$ cat config.mk
export PLATFORM = sky130hd
export DESIGN_NAME = mps_print_seq
export DESIGN_NICKNAME = d
export VERILOG_FILES = /design/src/verilog/mps_uart_tx.v /design/src/verilog/mps_print_seq.v
export VERILOG_INCLUDE_DIRS = /design/src /design/src/include
export SDC_FILE = /design/constraint.sdc
export NUM_CORES = 1
export LEC_CHECK = 0
export ABC_AREA = 1
export BUFFER_PORTS_ARGS = -buffer_cell sky130_fd_sc_hd__buf_2
export CAP_MARGIN = 40
export CORE_MARGIN = 4
export CORE_UTILIZATION = 60
export DETAILED_ROUTE_END_ITERATION = 7
export GPL_ROUTABILITY_DRIVEN = 0
export MAX_ROUTING_LAYER = met4
export PLACE_DENSITY = 0.79
export SLEW_MARGIN = 20
export SYNTH_ARGS = -nofsm -noshare
export SYNTH_HDL_FRONTEND = slang
export SYNTH_SLANG_ARGS = --single-unit
$ cat constraint.sdc
create_clock -name sys_clk -period 10 [get_ports sys_clk]
set_input_delay 2 -clock sys_clk [delete_from_list [all_inputs] [get_ports sys_clk]]
set_output_delay 2 -clock sys_clk [all_outputs]
set_load 0.005 [all_outputs]
$ cat src/include/mps_regs.vh
// Register map, field positions and timing constants of the print sequencer
`ifndef MPS_REGS_VH
`define MPS_REGS_VH
// ********************
// Register offsets
// ********************
`define MPS_CTRL_OFF 12'h000
`define MPS_INTV_OFF 12'h004
`define MPS_STAT_OFF 12'h008
`define MPS_COUNT_OFF 12'h00C
`define MPS_ELAP_OFF 12'h010
`define MPS_MEAS_OFF 12'h014
`define MPS_CMP_OFF 12'h018
`define MPS_STATS_OFF 12'h01C
`define MPS_ID_OFF 12'h020
// ********************
// Fields and reset values
// ********************
`define MPS_CTRL_MEASDISP 0
`define MPS_CTRL_STATDISP 1
`define MPS_CTRL_STATEN 2
`define MPS_CTRL_INTTRIG 3
`define MPS_CTRL_RESET 32'h0000_0000
`define MPS_INTV_RESET 12'h000
`define MPS_INTV_MAX 12'hE10
`define MPS_COUNT_MAX 15'h7530
// ********************
// Timing
// ********************
`define MPS_CLK_HZ 10000000
`define MPS_BAUD 9600
`define MPS_BIT_CYCLES (`MPS_CLK_HZ / `MPS_BAUD)
`define MPS_SEC_CYCLES `MPS_CLK_HZ
`define MPS_LINE_CHARS 45
`endif

$ cat src/verilog/mps_uart_tx.v
// Serial transmitter, 8N1, no flow control
module mps_uart_tx #(
    parameter BIT_CYCLES = 1041
) (
    input wire sys_clk,
    input wire rst,
    input wire txValid,
    input wire [7:0] txData,
    output wire txReady,
    output reg txLine
);
    reg [9:0] shift;
    reg [3:0] bitsLeft;
    reg [15:0] baudCnt;
    assign txReady = (bitsLeft == 4'h0);
    always @(posedge sys_clk or posedge rst) begin
        if (rst) begin
            shift <= 10'h3FF;
            bitsLeft <= 4'h0;
            baudCnt <= 16'h0000;
            txLine <= 1'b1;
        end else if (bitsLeft == 4'h0) begin
            txLine <= 1'b1;
            if (txValid) begin
                // Stop, data LSB first, start
                shift <= {1'b1, txData, 1'b0};
                bitsLeft <= 4'hA;
                baudCnt <= 16'h0000;
            end
        end else begin
            txLine <= shift[0];
            if (baudCnt == BIT_CYCLES[15:0] - 16'h0001) begin
                baudCnt <= 16'h0000;
                shift <= {1'b1, shift[9:1]};
                bitsLeft <= bitsLeft - 4'h1;
            end else begin
                baudCnt <= baudCnt + 16'h0001;
            end
        end
    end
endmodule // mps_uart_tx

$ cat src/verilog/mps_print_seq.v
// Print sequencer: request handling, counters and line formatter
`include "mps_regs.vh"
module mps_print_seq #(
    parameter SEC_CYCLES = `MPS_SEC_CYCLES,
    parameter BIT_CYCLES = `MPS_BIT_CYCLES,
    parameter [31:0] ID_CODE = 32'h00A5_0001
) (
    input wire sys_clk,
    input wire rst,
    input wire psel,
    input wire penable,
    input wire pwrite,
    input wire [11:0] paddr,
    input wire [31:0] pwdata,
    output reg [31:0] prdata,
    output wire pready,
    output wire pslverr,
    input wire printKey,
    input wire triggerKey,
    input wire printPin_n,
    input wire triggerInput_n,
    output wire statsSampleAdd,
    output wire txd
);
    // ********************
    // Pin synchronisers
    // ********************
    // ID_CODE default is arbitrary
    reg [1:0] prS1;
    reg [1:0] prS2;
    reg [1:0] prOld;
    always @(posedge sys_clk or posedge rst) begin
        if (rst) begin
            prS1 <= 2'h3;
            prS2 <= 2'h3;
            prOld <= 2'h3;
        end else begin
            prS1 <= {triggerInput_n, printPin_n};
            prS2 <= prS1;
            prOld <= prS2;
        end
    end
    // Pulled to isolated_common means low
    wire pinPrint = prOld[0] & ~prS2[0];
    wire pinTrig = prOld[1] & ~prS2[1];
    // ********************
    // Registers
    // ********************
    reg [3:0] ctrl;
    reg [11:0] intv;
    reg [31:0] measVal;
    reg [1:0] cmpDec;
    reg [15:0] validCnt;
    reg [31:0] statVal;
    reg runOn;
    reg [14:0] sampleCnt;
    reg [6:0] hrs;
    reg [5:0] mins;
    reg [5:0] secs;
    reg busy;
    wire measDisp = ctrl[`MPS_CTRL_MEASDISP];
    wire statDisp = ctrl[`MPS_CTRL_STATDISP];
    wire apbWr = psel & penable & pwrite;
    assign pready = 1'b1;
    assign pslverr = 1'b0;
    always @(posedge sys_clk or posedge rst) begin
        if (rst) begin
            ctrl <= 4'h0;
            intv <= `MPS_INTV_RESET;
            measVal <= 32'h0000_0000;
            cmpDec <= 2'h0;
            validCnt <= 16'h0000;
            statVal <= 32'h0000_0000;
        end else if (apbWr) begin
            case (paddr)
                `MPS_CTRL_OFF: ctrl <= pwdata[3:0];
                `MPS_INTV_OFF: begin
                    if (pwdata[11:0] <= `MPS_INTV_MAX) begin
                        intv <= pwdata[11:0];
                    end
                end
                `MPS_MEAS_OFF: measVal <= pwdata;
                `MPS_CMP_OFF: cmpDec <= pwdata[1:0];
                `MPS_STATS_OFF: begin
                    validCnt <= pwdata[15:0];
                    statVal <= {16'h0000, pwdata[31:16]};
                end
                default: ctrl <= ctrl;
            endcase
        end
    end
    always @* begin
        case (paddr)
            `MPS_CTRL_OFF: prdata = {28'h0000000, ctrl};
            `MPS_INTV_OFF: prdata = {20'h00000, intv};
            `MPS_STAT_OFF: prdata = {30'h00000000, runOn, busy};
            `MPS_COUNT_OFF: prdata = {17'h00000, sampleCnt};
            `MPS_ELAP_OFF: prdata = {13'h0000, hrs, mins, secs};
            `MPS_MEAS_OFF: prdata = measVal;
            `MPS_CMP_OFF: prdata = {30'h00000000, cmpDec};
            `MPS_STATS_OFF: prdata = {statVal[15:0], validCnt};
            `MPS_ID_OFF: prdata = ID_CODE;
            default: prdata = 32'h0000_0000;
        endcase
    end
    // ********************
    // Requests and interval run
    // ********************
    wire printReq = printKey | pinPrint;
    wire trigReq = (triggerKey | pinTrig) & ctrl[`MPS_CTRL_STATEN]
        & ctrl[`MPS_CTRL_INTTRIG] & measDisp;
    assign statsSampleAdd = trigReq;
    reg [31:0] secCnt;
    reg [11:0] periodCnt;
    wire secTick = runOn & (secCnt == SEC_CYCLES - 1);
    wire periodDue = secTick & (periodCnt == intv - 12'h001);
    // Kinds: 1 value, 2 interval, 3 stats
    reg [1:0] pendKind;
    always @(posedge sys_clk or posedge rst) begin
        if (rst) begin
            runOn <= 1'b0;
            secCnt <= 32'h0000_0000;
            periodCnt <= 12'h000;
            hrs <= 7'h00;
            mins <= 6'h00;
            secs <= 6'h00;
            pendKind <= 2'h0;
            sampleCnt <= 15'h0000;
        end else begin
            if (!measDisp || intv == 12'h000) begin
                runOn <= 1'b0;
            end else if (printReq) begin
                runOn <= ~runOn;
                secCnt <= 32'h0000_0000;
                periodCnt <= 12'h000;
                hrs <= 7'h00;
                mins <= 6'h00;
                secs <= 6'h00;
            end else if (secTick) begin
                secCnt <= 32'h0000_0000;
                periodCnt <= periodDue ? 12'h000 : periodCnt + 12'h001;
                if (secs != 6'h3B) begin
                    secs <= secs + 6'h01;
                end else begin
                    secs <= 6'h00;
                    if (mins != 6'h3B) begin
                        mins <= mins + 6'h01;
                    end else begin
                        mins <= 6'h00;
                        hrs <= (hrs == 7'h63) ? 7'h00 : hrs + 7'h01;
                    end
                end
            end else if (runOn) begin
                secCnt <= secCnt + 32'h0000_0001;
            end
            if (busy) begin
                pendKind <= 2'h0;
            end else if (measDisp && printReq && intv == 12'h000) begin
                pendKind <= 2'h1;
            end else if (trigReq) begin
                pendKind <= 2'h1;
            end else if (statDisp && printReq) begin
                pendKind <= 2'h3;
            end else if (periodDue) begin
                pendKind <= 2'h2;
            end
            if (pendKind == 2'h1 && !busy) begin
                sampleCnt <= (sampleCnt == `MPS_COUNT_MAX) ? 15'h0001
                    : sampleCnt + 15'h0001;
            end
        end
    end
    // ********************
    // Line formatter
    // ********************
    // Lines are 6 to 19 characters, always within 45
    function [7:0] hexCh;
        input [3:0] n;
        begin
            hexCh = (n < 4'hA) ? {4'h3, n} : 8'h37 + {4'h0, n};
        end
    endfunction
    function [7:0] decCh;
        input [6:0] n;
        input hi;
        begin
            decCh = 8'h30 + {1'b0, (hi ? n / 7'h0A : n % 7'h0A)};
        end
    endfunction
    reg [4:0] chIdx;
    reg [4:0] chLast;
    reg [1:0] kind;
    reg [7:0] ch;
    wire txReady;
    reg txValid;
    localparam ST_IDLE = 2'b01;
    localparam ST_SEND = 2'b10;
    reg [1:0] state;
    // Widened so the top hex digit reads a defined bit
    wire [15:0] countWide = {1'b0, sampleCnt};
    always @* begin
        ch = 8'h20;
        if (chIdx == chLast - 5'h01) begin
            ch = 8'h0D;
        end else if (chIdx == chLast) begin
            ch = 8'h0A;
        end else if (kind == 2'h3) begin
            // Stats line: count, then value only beyond one sample
            if (chIdx < 5'h04) begin
                ch = hexCh(validCnt[15 - 4 * chIdx[1:0] -: 4]);
            end else if (chIdx > 5'h04 && chIdx < 5'h0D) begin
                ch = hexCh(statVal[31 - 4 * (chIdx - 5'h05) -: 4]);
            end
        end else if (kind == 2'h2 && chIdx < 5'h08) begin
            case (chIdx[2:0])
                3'h0: ch = decCh(hrs, 1'b1);
                3'h1: ch = decCh(hrs, 1'b0);
                3'h3: ch = decCh({1'b0, mins}, 1'b1);
                3'h4: ch = decCh({1'b0, mins}, 1'b0);
                3'h6: ch = decCh({1'b0, secs}, 1'b1);
                3'h7: ch = decCh({1'b0, secs}, 1'b0);
                default: ch = 8'h3A;
            endcase
        end else if (kind == 2'h2) begin
            if (chIdx > 5'h08 && chIdx < 5'h11) begin
                ch = hexCh(measVal[31 - 4 * (chIdx - 5'h09) -: 4]);
            end
        end else begin
            if (chIdx < 5'h04) begin
                ch = hexCh(countWide[15 - 4 * chIdx[1:0] -: 4]);
            end else if (chIdx > 5'h04 && chIdx < 5'h0D) begin
                ch = hexCh(measVal[31 - 4 * (chIdx - 5'h05) -: 4]);
            end else if (chIdx == 5'h0E) begin
                case (cmpDec)
                    2'h1: ch = 8'h48;
                    2'h2: ch = 8'h49;
                    2'h3: ch = 8'h4C;
                    default: ch = 8'h20;
                endcase
            end
        end
    end
    always @(posedge sys_clk or posedge rst) begin
        if (rst) begin
            state <= ST_IDLE;
            busy <= 1'b0;
            chIdx <= 5'h00;
            chLast <= 5'h00;
            kind <= 2'h0;
            txValid <= 1'b0;
        end else begin
            case (state)
                ST_IDLE: begin
                    txValid <= 1'b0;
                    if (pendKind != 2'h0) begin
                        busy <= 1'b1;
                        kind <= pendKind;
                        chIdx <= 5'h00;
                        if (pendKind == 2'h3) begin
                            chLast <= (validCnt > 16'h0001) ? 5'h0E : 5'h05;
                        end else if (pendKind == 2'h2) begin
                            chLast <= 5'h12;
                        end else begin
                            chLast <= 5'h10;
                        end
                        state <= ST_SEND;
                    end
                end
                ST_SEND: begin
                    if (txValid && txReady) begin
                        txValid <= 1'b0;
                        if (chIdx == chLast) begin
                            busy <= 1'b0;
                            state <= ST_IDLE;
                        end else begin
                            chIdx <= chIdx + 5'h01;
                        end
                    end else if (txReady) begin
                        txValid <= 1'b1;
                    end
                end
                default: state <= ST_IDLE;
            endcase
        end
    end
    mps_uart_tx #(
        .BIT_CYCLES(BIT_CYCLES)
    ) uTx (
        .sys_clk(sys_clk),
        .rst(rst),
        .txValid(txValid),
        .txData(ch),
        .txReady(txReady),
        .txLine(txd)
    );
endmodule // mps_print_seq

== Word level (Yosys, flattened, before mapping) ==
Cells that the tools add are included.

* Flip-flop bits (word level): 216
* Bits in latches: 0
* RAM bits: 0
* Bits in read-only memories: 0
* Input port bits: 53
* Word-level logic and storage cells: 244
* Memories: 0

* $add $sub $neg: 27
* $mul: 0
* Divide/modulo/power cells: 6
* Order comparisons: 13
* Eq/ne operators: 41
* Shifts and indexed selects: 5
* Mux-type cells: 73
* Bitwise logic cells: 15
* Reduce and logical (&&, ||, !) cells: 37

{| class="wikitable"
|+ Operator list
! cell !! number
|-
| 32-bit one-hot mux with 9 select lines || 1
|-
| 7-bit 2-to-1 mux || 16
|-
| 35-bit by 33-bit indexed part select with 4-bit output || 3
|-
| 32-bit 2-to-1 mux || 3
|-
| 19-bit by 33-bit indexed part select with 4-bit output || 2
|-
| 6-bit by 7-bit adder with 8-bit output (first input constant) || 6
|-
| 12-bit by 5-bit == test with 1-bit output (second input constant) || 4
|-
| 16-bit 2-to-1 mux || 3
|-
| 8-bit one-hot mux with 6 select lines || 1
|-
| 6-bit 2-to-1 mux || 7
|-
| 8-bit 2-to-1 mux || 5
|-
| 12-bit 2-to-1 mux || 3
|-
| 6-bit by 4-bit adder with 7-bit output (first input constant) || 5
|-
| 32-bit by 1-bit adder with 32-bit output (second input constant) || 1
|-
| 32-bit by 24-bit == test with 1-bit output (second input constant) || 1
|-
| 10-bit 2-to-1 mux || 3
|-
| 12-bit by 4-bit == test with 1-bit output (second input constant) || 2
|-
| 12-bit logical NOT || 2
|-
| 7-bit one-hot mux with 3 select lines || 1
|-
| 4-bit less-than comparator (second input constant) || 5
|-
| 5-bit 2-to-1 mux || 4
|-
| 2-bit 2-to-1 mux || 9
|-
| 2-bit AND reduction || 9
|-
| 6-bit by 8-bit subtractor with 9-bit output (first input constant) || 2
|-
| other kinds (59) || 119
|}

== Longest topological paths before layout ==
* Depth after elaboration: 14
* Mapped depth: 27
* Depth with buffers taken out: 27

== Modules after synthesis ==
A second synthesis with hierarchy kept.

* Cells, all modules: 1969
* Area, all modules: 14495.2 um^2

{| class="wikitable"
|+ By module, submodules not included
! module !! times used !! cells each !! area each (um^2) !! seq. area each (um^2)
|-
| mps_print_seq || 1 || 1721 || 12588.3 || 4638.2
|-
| mps_uart_tx || 1 || 248 || 1906.8 || 763.2
|}

== Worst setup path before layout ==
No wires, ideal clock.

* Path kind: in2out
* Start: input paddr[9]
* End: output prdata[4]
* Arrival time: 3.698 ns
* Required time: 8.000 ns
* Path slack: 4.302 ns
* Stages on the path: 8
* Path through: nor4_1 inv_1 nor4_4 nand2_1 inv_2 buf_1 nand2_1 o211ai_1

* Longest elaborated chain between the ends: 2
* Elaborated cells on any way between the ends: 10
* Those cells by class: eq/ne (8); mux (1); reduce/logical (1)

{| class="wikitable"
|+ RTL lines
! element !! line !! RTL
|-
| start: declaration || mps_print_seq.v:13 || <nowiki>input wire [11:0] paddr,</nowiki>
|-
| 12-bit by 6-bit == test with 1-bit output (tied with other cells) || mps_print_seq.v:93 || <nowiki>case (paddr)</nowiki>
|-
| 32-bit one-hot mux with 9 select lines * || mps_print_seq.v:93 ||
|-
| end: declaration || mps_print_seq.v:15 || <nowiki>output reg [31:0] prdata,</nowiki>
|}

Mark *: on every way between the ends. The rest lies on a longest branch, timed or not.

== Final worst setup path ==
* Start: input paddr[9]
* End: output prdata[16]

The elaborated chain is that of the path after synthesis.

==> results.toml <==
[setup_path]
critical_path.top_delay_family = "simple AND/OR/NAND/NOR gates"
slowest_delay_ns = 0.66
critPathRequiredTime_ns = 8.00
cp_cell_sequence = "buf_2, nor4_1, inv_1, nor4_4, buf_4, nand2_1, inv_2, a311oi_1, a31oi_1, buf_2"
timing.critical_path.buf_inv = 5
worstPathMaxFanout = 19
data_arrival_at_the_endpoint_of_the_critical_path_ns = 5.04
worst-setup-path-type = "in2out"
timing.critical_path.mode_cell = "sky130_fd_sc_hd__buf_2"
setup.worst_path.end_class = "output pin"
cp_slowest_cell = "sky130_fd_sc_hd__nor4_1"
worst_setup_path_start_kind = "input port"

[grt]
grt_max_degree = 72
number_of_global_route_vias_before_repair = 12870
grt.overflow.total = 0
grt_usage_pct = 31.5
global_route_wire_length_before_repair_um = 65600
initial_antenna_violation_count = 1

[timing]
worst_slew_pin_slew_ns = 0.864
grt_setup_unrepaired = "false"
post-route-period-util_pct = 70.4
finalSetupViolations = 0
hold_ws_ns = 0.354
fin_tns_setup_ns = 0
max_slew_margin_pct = 42.0
drv_slew = 0
final.setup_skew_ns = 0.0219
finalCriticalPeriod_ns = 7.04
timing.fmax_mhz = 142
finalHoldViolCount = 0
finalWorstSetupSlack_ns = 2.96

[placed_design]
place_hpwl_um = 30200
placement.cell_area_um2 = 14900
numPlacedInstances = 2300
detailedPlace.worstSlack_ns = 3.10
number_of_buffer_cells_added_on_primary_ports = 86

[clock_network]
cts_buffers = 24
cts.root.buffer_cell = "sky130_fd_sc_hd__clkbuf_16"
cts_sinks = 215
post-cts-setup-buffer-count = 0
worst_setup_hold_path_clk_slew_ns = 0.06
htreeDepth = 1
ctsResizeCount = 0
cts_tree = "yes"
clk-insertion-delay-late_ns = 0.53
cts-root-to-sink-buffers = 3
cts_stage_hold_buffer_count = 0

[drt]
totalWireLength_um = 40500
via_per_inst = 5.93
avgRoutedWirePerCell_um = 17.2
remaining_drc_errors = 128
first_pass_iters = 8
drt.antenna.violating_nets = 0
total_via_count_after_detailed_routing = 13905
drt_iter0_markers = 1565

[yosys]
synth_ff_type = "sky130_fd_sc_hd__dfrtp_1"
yosys.area.top_type = "sky130_fd_sc_hd__dfrtp_1"
synth_sequential_area_ratio_pct = 38.2
synth.top_cell.area_share_pct = 35.0
synth-warning-count = 0
postSynthCellCount = 1941
mappedNetlistNets = 2032
post_synth_num_cell_types = 69
synth.avg_cell_area_um2 = 7.29
mappedNetlistArea_um2 = 14200
synth_enable_flop_cells = 0
async_flop_share_pct = 100
synthesized_flop_and_latch_total = 215
synth.area.top_cells = "sky130_fd_sc_hd__dfrtp_1 35%, sky130_fd_sc_hd__nand2_1 10%, sky130_fd_sc_hd__inv_1 7.9%"

[power_and_ir_drop]
seqPwrFrac_pct = 45.4
power-per-cell-area_nw_per_um2 = 123
switchingPower_mw = 0.434
total_leakage_power_nw = 7.47
combinationalPowerShare_pct = 4.6
total_power_mw = 1.94
p_sw_share_pct = 22.4
vdd_ir_drop_max_uv = 112
cell_internal_pwr_mw = 1.51
clockPowerShare_pct = 50.0

[cells_and_area]
final_layout_size_suffix_gt1_share_pct = 11.4
final_cells = 2346
nNetsFinal = 2105
final_design_area_no_fill_um2 = 15800
layout-area-overhead-vs-synth_pct = 11.5
finalCoreUtilization_pct = 68.9

[floorplan]
initial_core_util_pct = 61.8
top_level_ports = 89
core_area_um2 = 22900
die_width_um = 162
site_rows = 55
die_height_um = 162
die-area_um2 = 26100

[hold_path]
hold_path.class = "reg2reg"

[job]
maxCapViolCount = 0

[outcome]
outcome = "complete, but fails checks"
violations_in_the_final_reports = "design-rule violations"
-- final timing paths --
check / from / to / slack, ns / cells after the start
worst max-delay path: paddr[9] / prdata[16] / 2.96 / 10
worst min-delay path: prS1[1]$_DFF_PP1_ / prS2[1]$_DFF_PP1_ / 0.35 / 0
worst max register to register: chIdx[1]$_DFFE_PP0P_ / uTx.shift[3]$_DFFE_PP1P_ / 5.73 / 17
worst min register to register: prS1[1]$_DFF_PP1_ / prS2[1]$_DFF_PP1_ / 0.35 / 0
max in group asynchronous: rst / prS1[1]$_DFF_PP1_ / 7.04 / 5
min in group asynchronous: rst / secs[2]$_DFFE_PP0P_ / 1.51 / 2
-- cell type report --
cell class                 instances  area, um2
multi-input combinational       1356       7320
fill                            1957       7140
sequential                       215       5400
inverter                         321       1220
clock buffer                      35        683
timing repair buffer              96        579
tap                              313        392
clock inverter                     9        179
antenna                            1       2.50
-- cells by family (layout without fill, tap and decap cells) --
logic type	Yosys count	in the layout	synth area share [%]
AND/OR/NAND/NOR	813	813	26.3
XOR/XNOR	55	55	3.40
other	2	3	0.0531
flip-flops	215	215	38.2
adder cells (fa/ha/maj)	38	38	3.36
AO/OA/AOI/OAI	448	448	18.6
buffers and inverters	370	461	10.1
-- cell usage after synthesis, drive strengths merged, types with 31 or more instances --
cell / n
nor3: 52
nand3: 122
o21ai: 213
a21oi: 103
ha: 38
xor2: 42
nor2: 150
nand4: 43
clkbuf: 31
nand2: 397
inv: 317
o22ai: 43
dfrtp: 198
-- state kept, by name (all words and copies together) (netlist names), 2 cells and up --
signal	cells
validCnt	16
ctrl	4
pendKind	2
kind	2
secs	6
chLast	5
prS2	2
uTx.baudCnt	16
cmpDec	2
mins	6
uTx.shift	9
hrs	7
prOld	2
sampleCnt	15
prS1	2
secCnt	32
periodCnt	12
measVal	32
chIdx	5
uTx.bitsLeft	4
state	2
statVal	16
intv	12
-- power groups by stage --
stage | clock, mW | combinational [mW] | sequential (mW)
6_report | 0.970 | 0.0894 | 0.882
5_1_grt | 1.02 | 0.101 | 0.882
4_1_cts | 0.980 | 0.0894 | 0.882
3_5_place_dp | 0 | 0.0890 | 0.897
3_3_place_gp | 0 | 0.0841 | 0.897
2_1_floorplan | 0 | 0.0563 | 0.896
-- placed cells by master (no fill, tap or decap), types with 5 or more instances in the layout --
cell	synthesis	layout
sky130_fd_sc_hd__buf_2	7	86
sky130_fd_sc_hd__nand2_2	17	17
sky130_fd_sc_hd__o21ai_1	34	34
sky130_fd_sc_hd__nand2_1	378	378
sky130_fd_sc_hd__a311oi_1	5	5
sky130_fd_sc_hd__dfrtp_1	198	197
sky130_fd_sc_hd__bufinv_16	0	5
sky130_fd_sc_hd__xnor2_1	13	13
sky130_fd_sc_hd__nor2_2	7	7
sky130_fd_sc_hd__nand4_1	43	43
sky130_fd_sc_hd__xor2_1	42	42
sky130_fd_sc_hd__nor3b_1	5	5
sky130_fd_sc_hd__o211ai_1	20	20
sky130_fd_sc_hd__nand3_2	12	13
sky130_fd_sc_hd__clkbuf_16	0	25
sky130_fd_sc_hd__nor3_1	49	49
sky130_fd_sc_hd__o21ai_0	175	175
sky130_fd_sc_hd__inv_1	299	298
sky130_fd_sc_hd__nand3_1	110	109
sky130_fd_sc_hd__clkbuf_1	31	8
sky130_fd_sc_hd__a31oi_1	19	19
sky130_fd_sc_hd__o22ai_1	43	43
sky130_fd_sc_hd__inv_2	16	16
sky130_fd_sc_hd__nor2_1	138	138
sky130_fd_sc_hd__ha_1	38	38
sky130_fd_sc_hd__a21oi_1	96	96
sky130_fd_sc_hd__nor4_1	28	28
sky130_fd_sc_hd__dfstp_2	17	17
sky130_fd_sc_hd__o221ai_1	13	13
sky130_fd_sc_hd__a21oi_2	6	6
-- metal layers --
| layer | wire (um) | vias up | share of wire (%) | GRT usage [%] |
|---|---|---|---|---|
| met5 | 0 | - | 0 | - |
| met2 | 17700 | 683 | 44 | 46.8 |
| met4 | 1450 | 0 | 3.6 | 9.93 |
| met3 | 3980 | 123 | 9.8 | 7.20 |
| li1 | - | 6658 | - | - |
| met1 | 17300 | 6441 | 43 | 43.3 |
-- worst reg2reg max path: stages, from the launching register on --
cell and delay (ns):
sky130_fd_sc_hd__dfrtp_1 0.72, sky130_fd_sc_hd__clkinv_1 0.54, sky130_fd_sc_hd__ha_1 0.60, sky130_fd_sc_hd__inv_2 0.37, sky130_fd_sc_hd__a21oi_1 0.08, sky130_fd_sc_hd__o21ai_0 0.12
sky130_fd_sc_hd__nand2_1 0.16, sky130_fd_sc_hd__o21ai_0 0.39, sky130_fd_sc_hd__nand2_1 0.15, sky130_fd_sc_hd__ha_1 0.24, sky130_fd_sc_hd__nand2_1 0.09, sky130_fd_sc_hd__nor2_1 0.05
sky130_fd_sc_hd__o21ai_0 0.13, sky130_fd_sc_hd__nand2_1 0.07, sky130_fd_sc_hd__a21oi_1 0.18, sky130_fd_sc_hd__nand2_1 0.09, sky130_fd_sc_hd__a21oi_1 0.14, sky130_fd_sc_hd__o21ai_1 0.08
No activity file was read; power rests on OpenSTA's default activity.
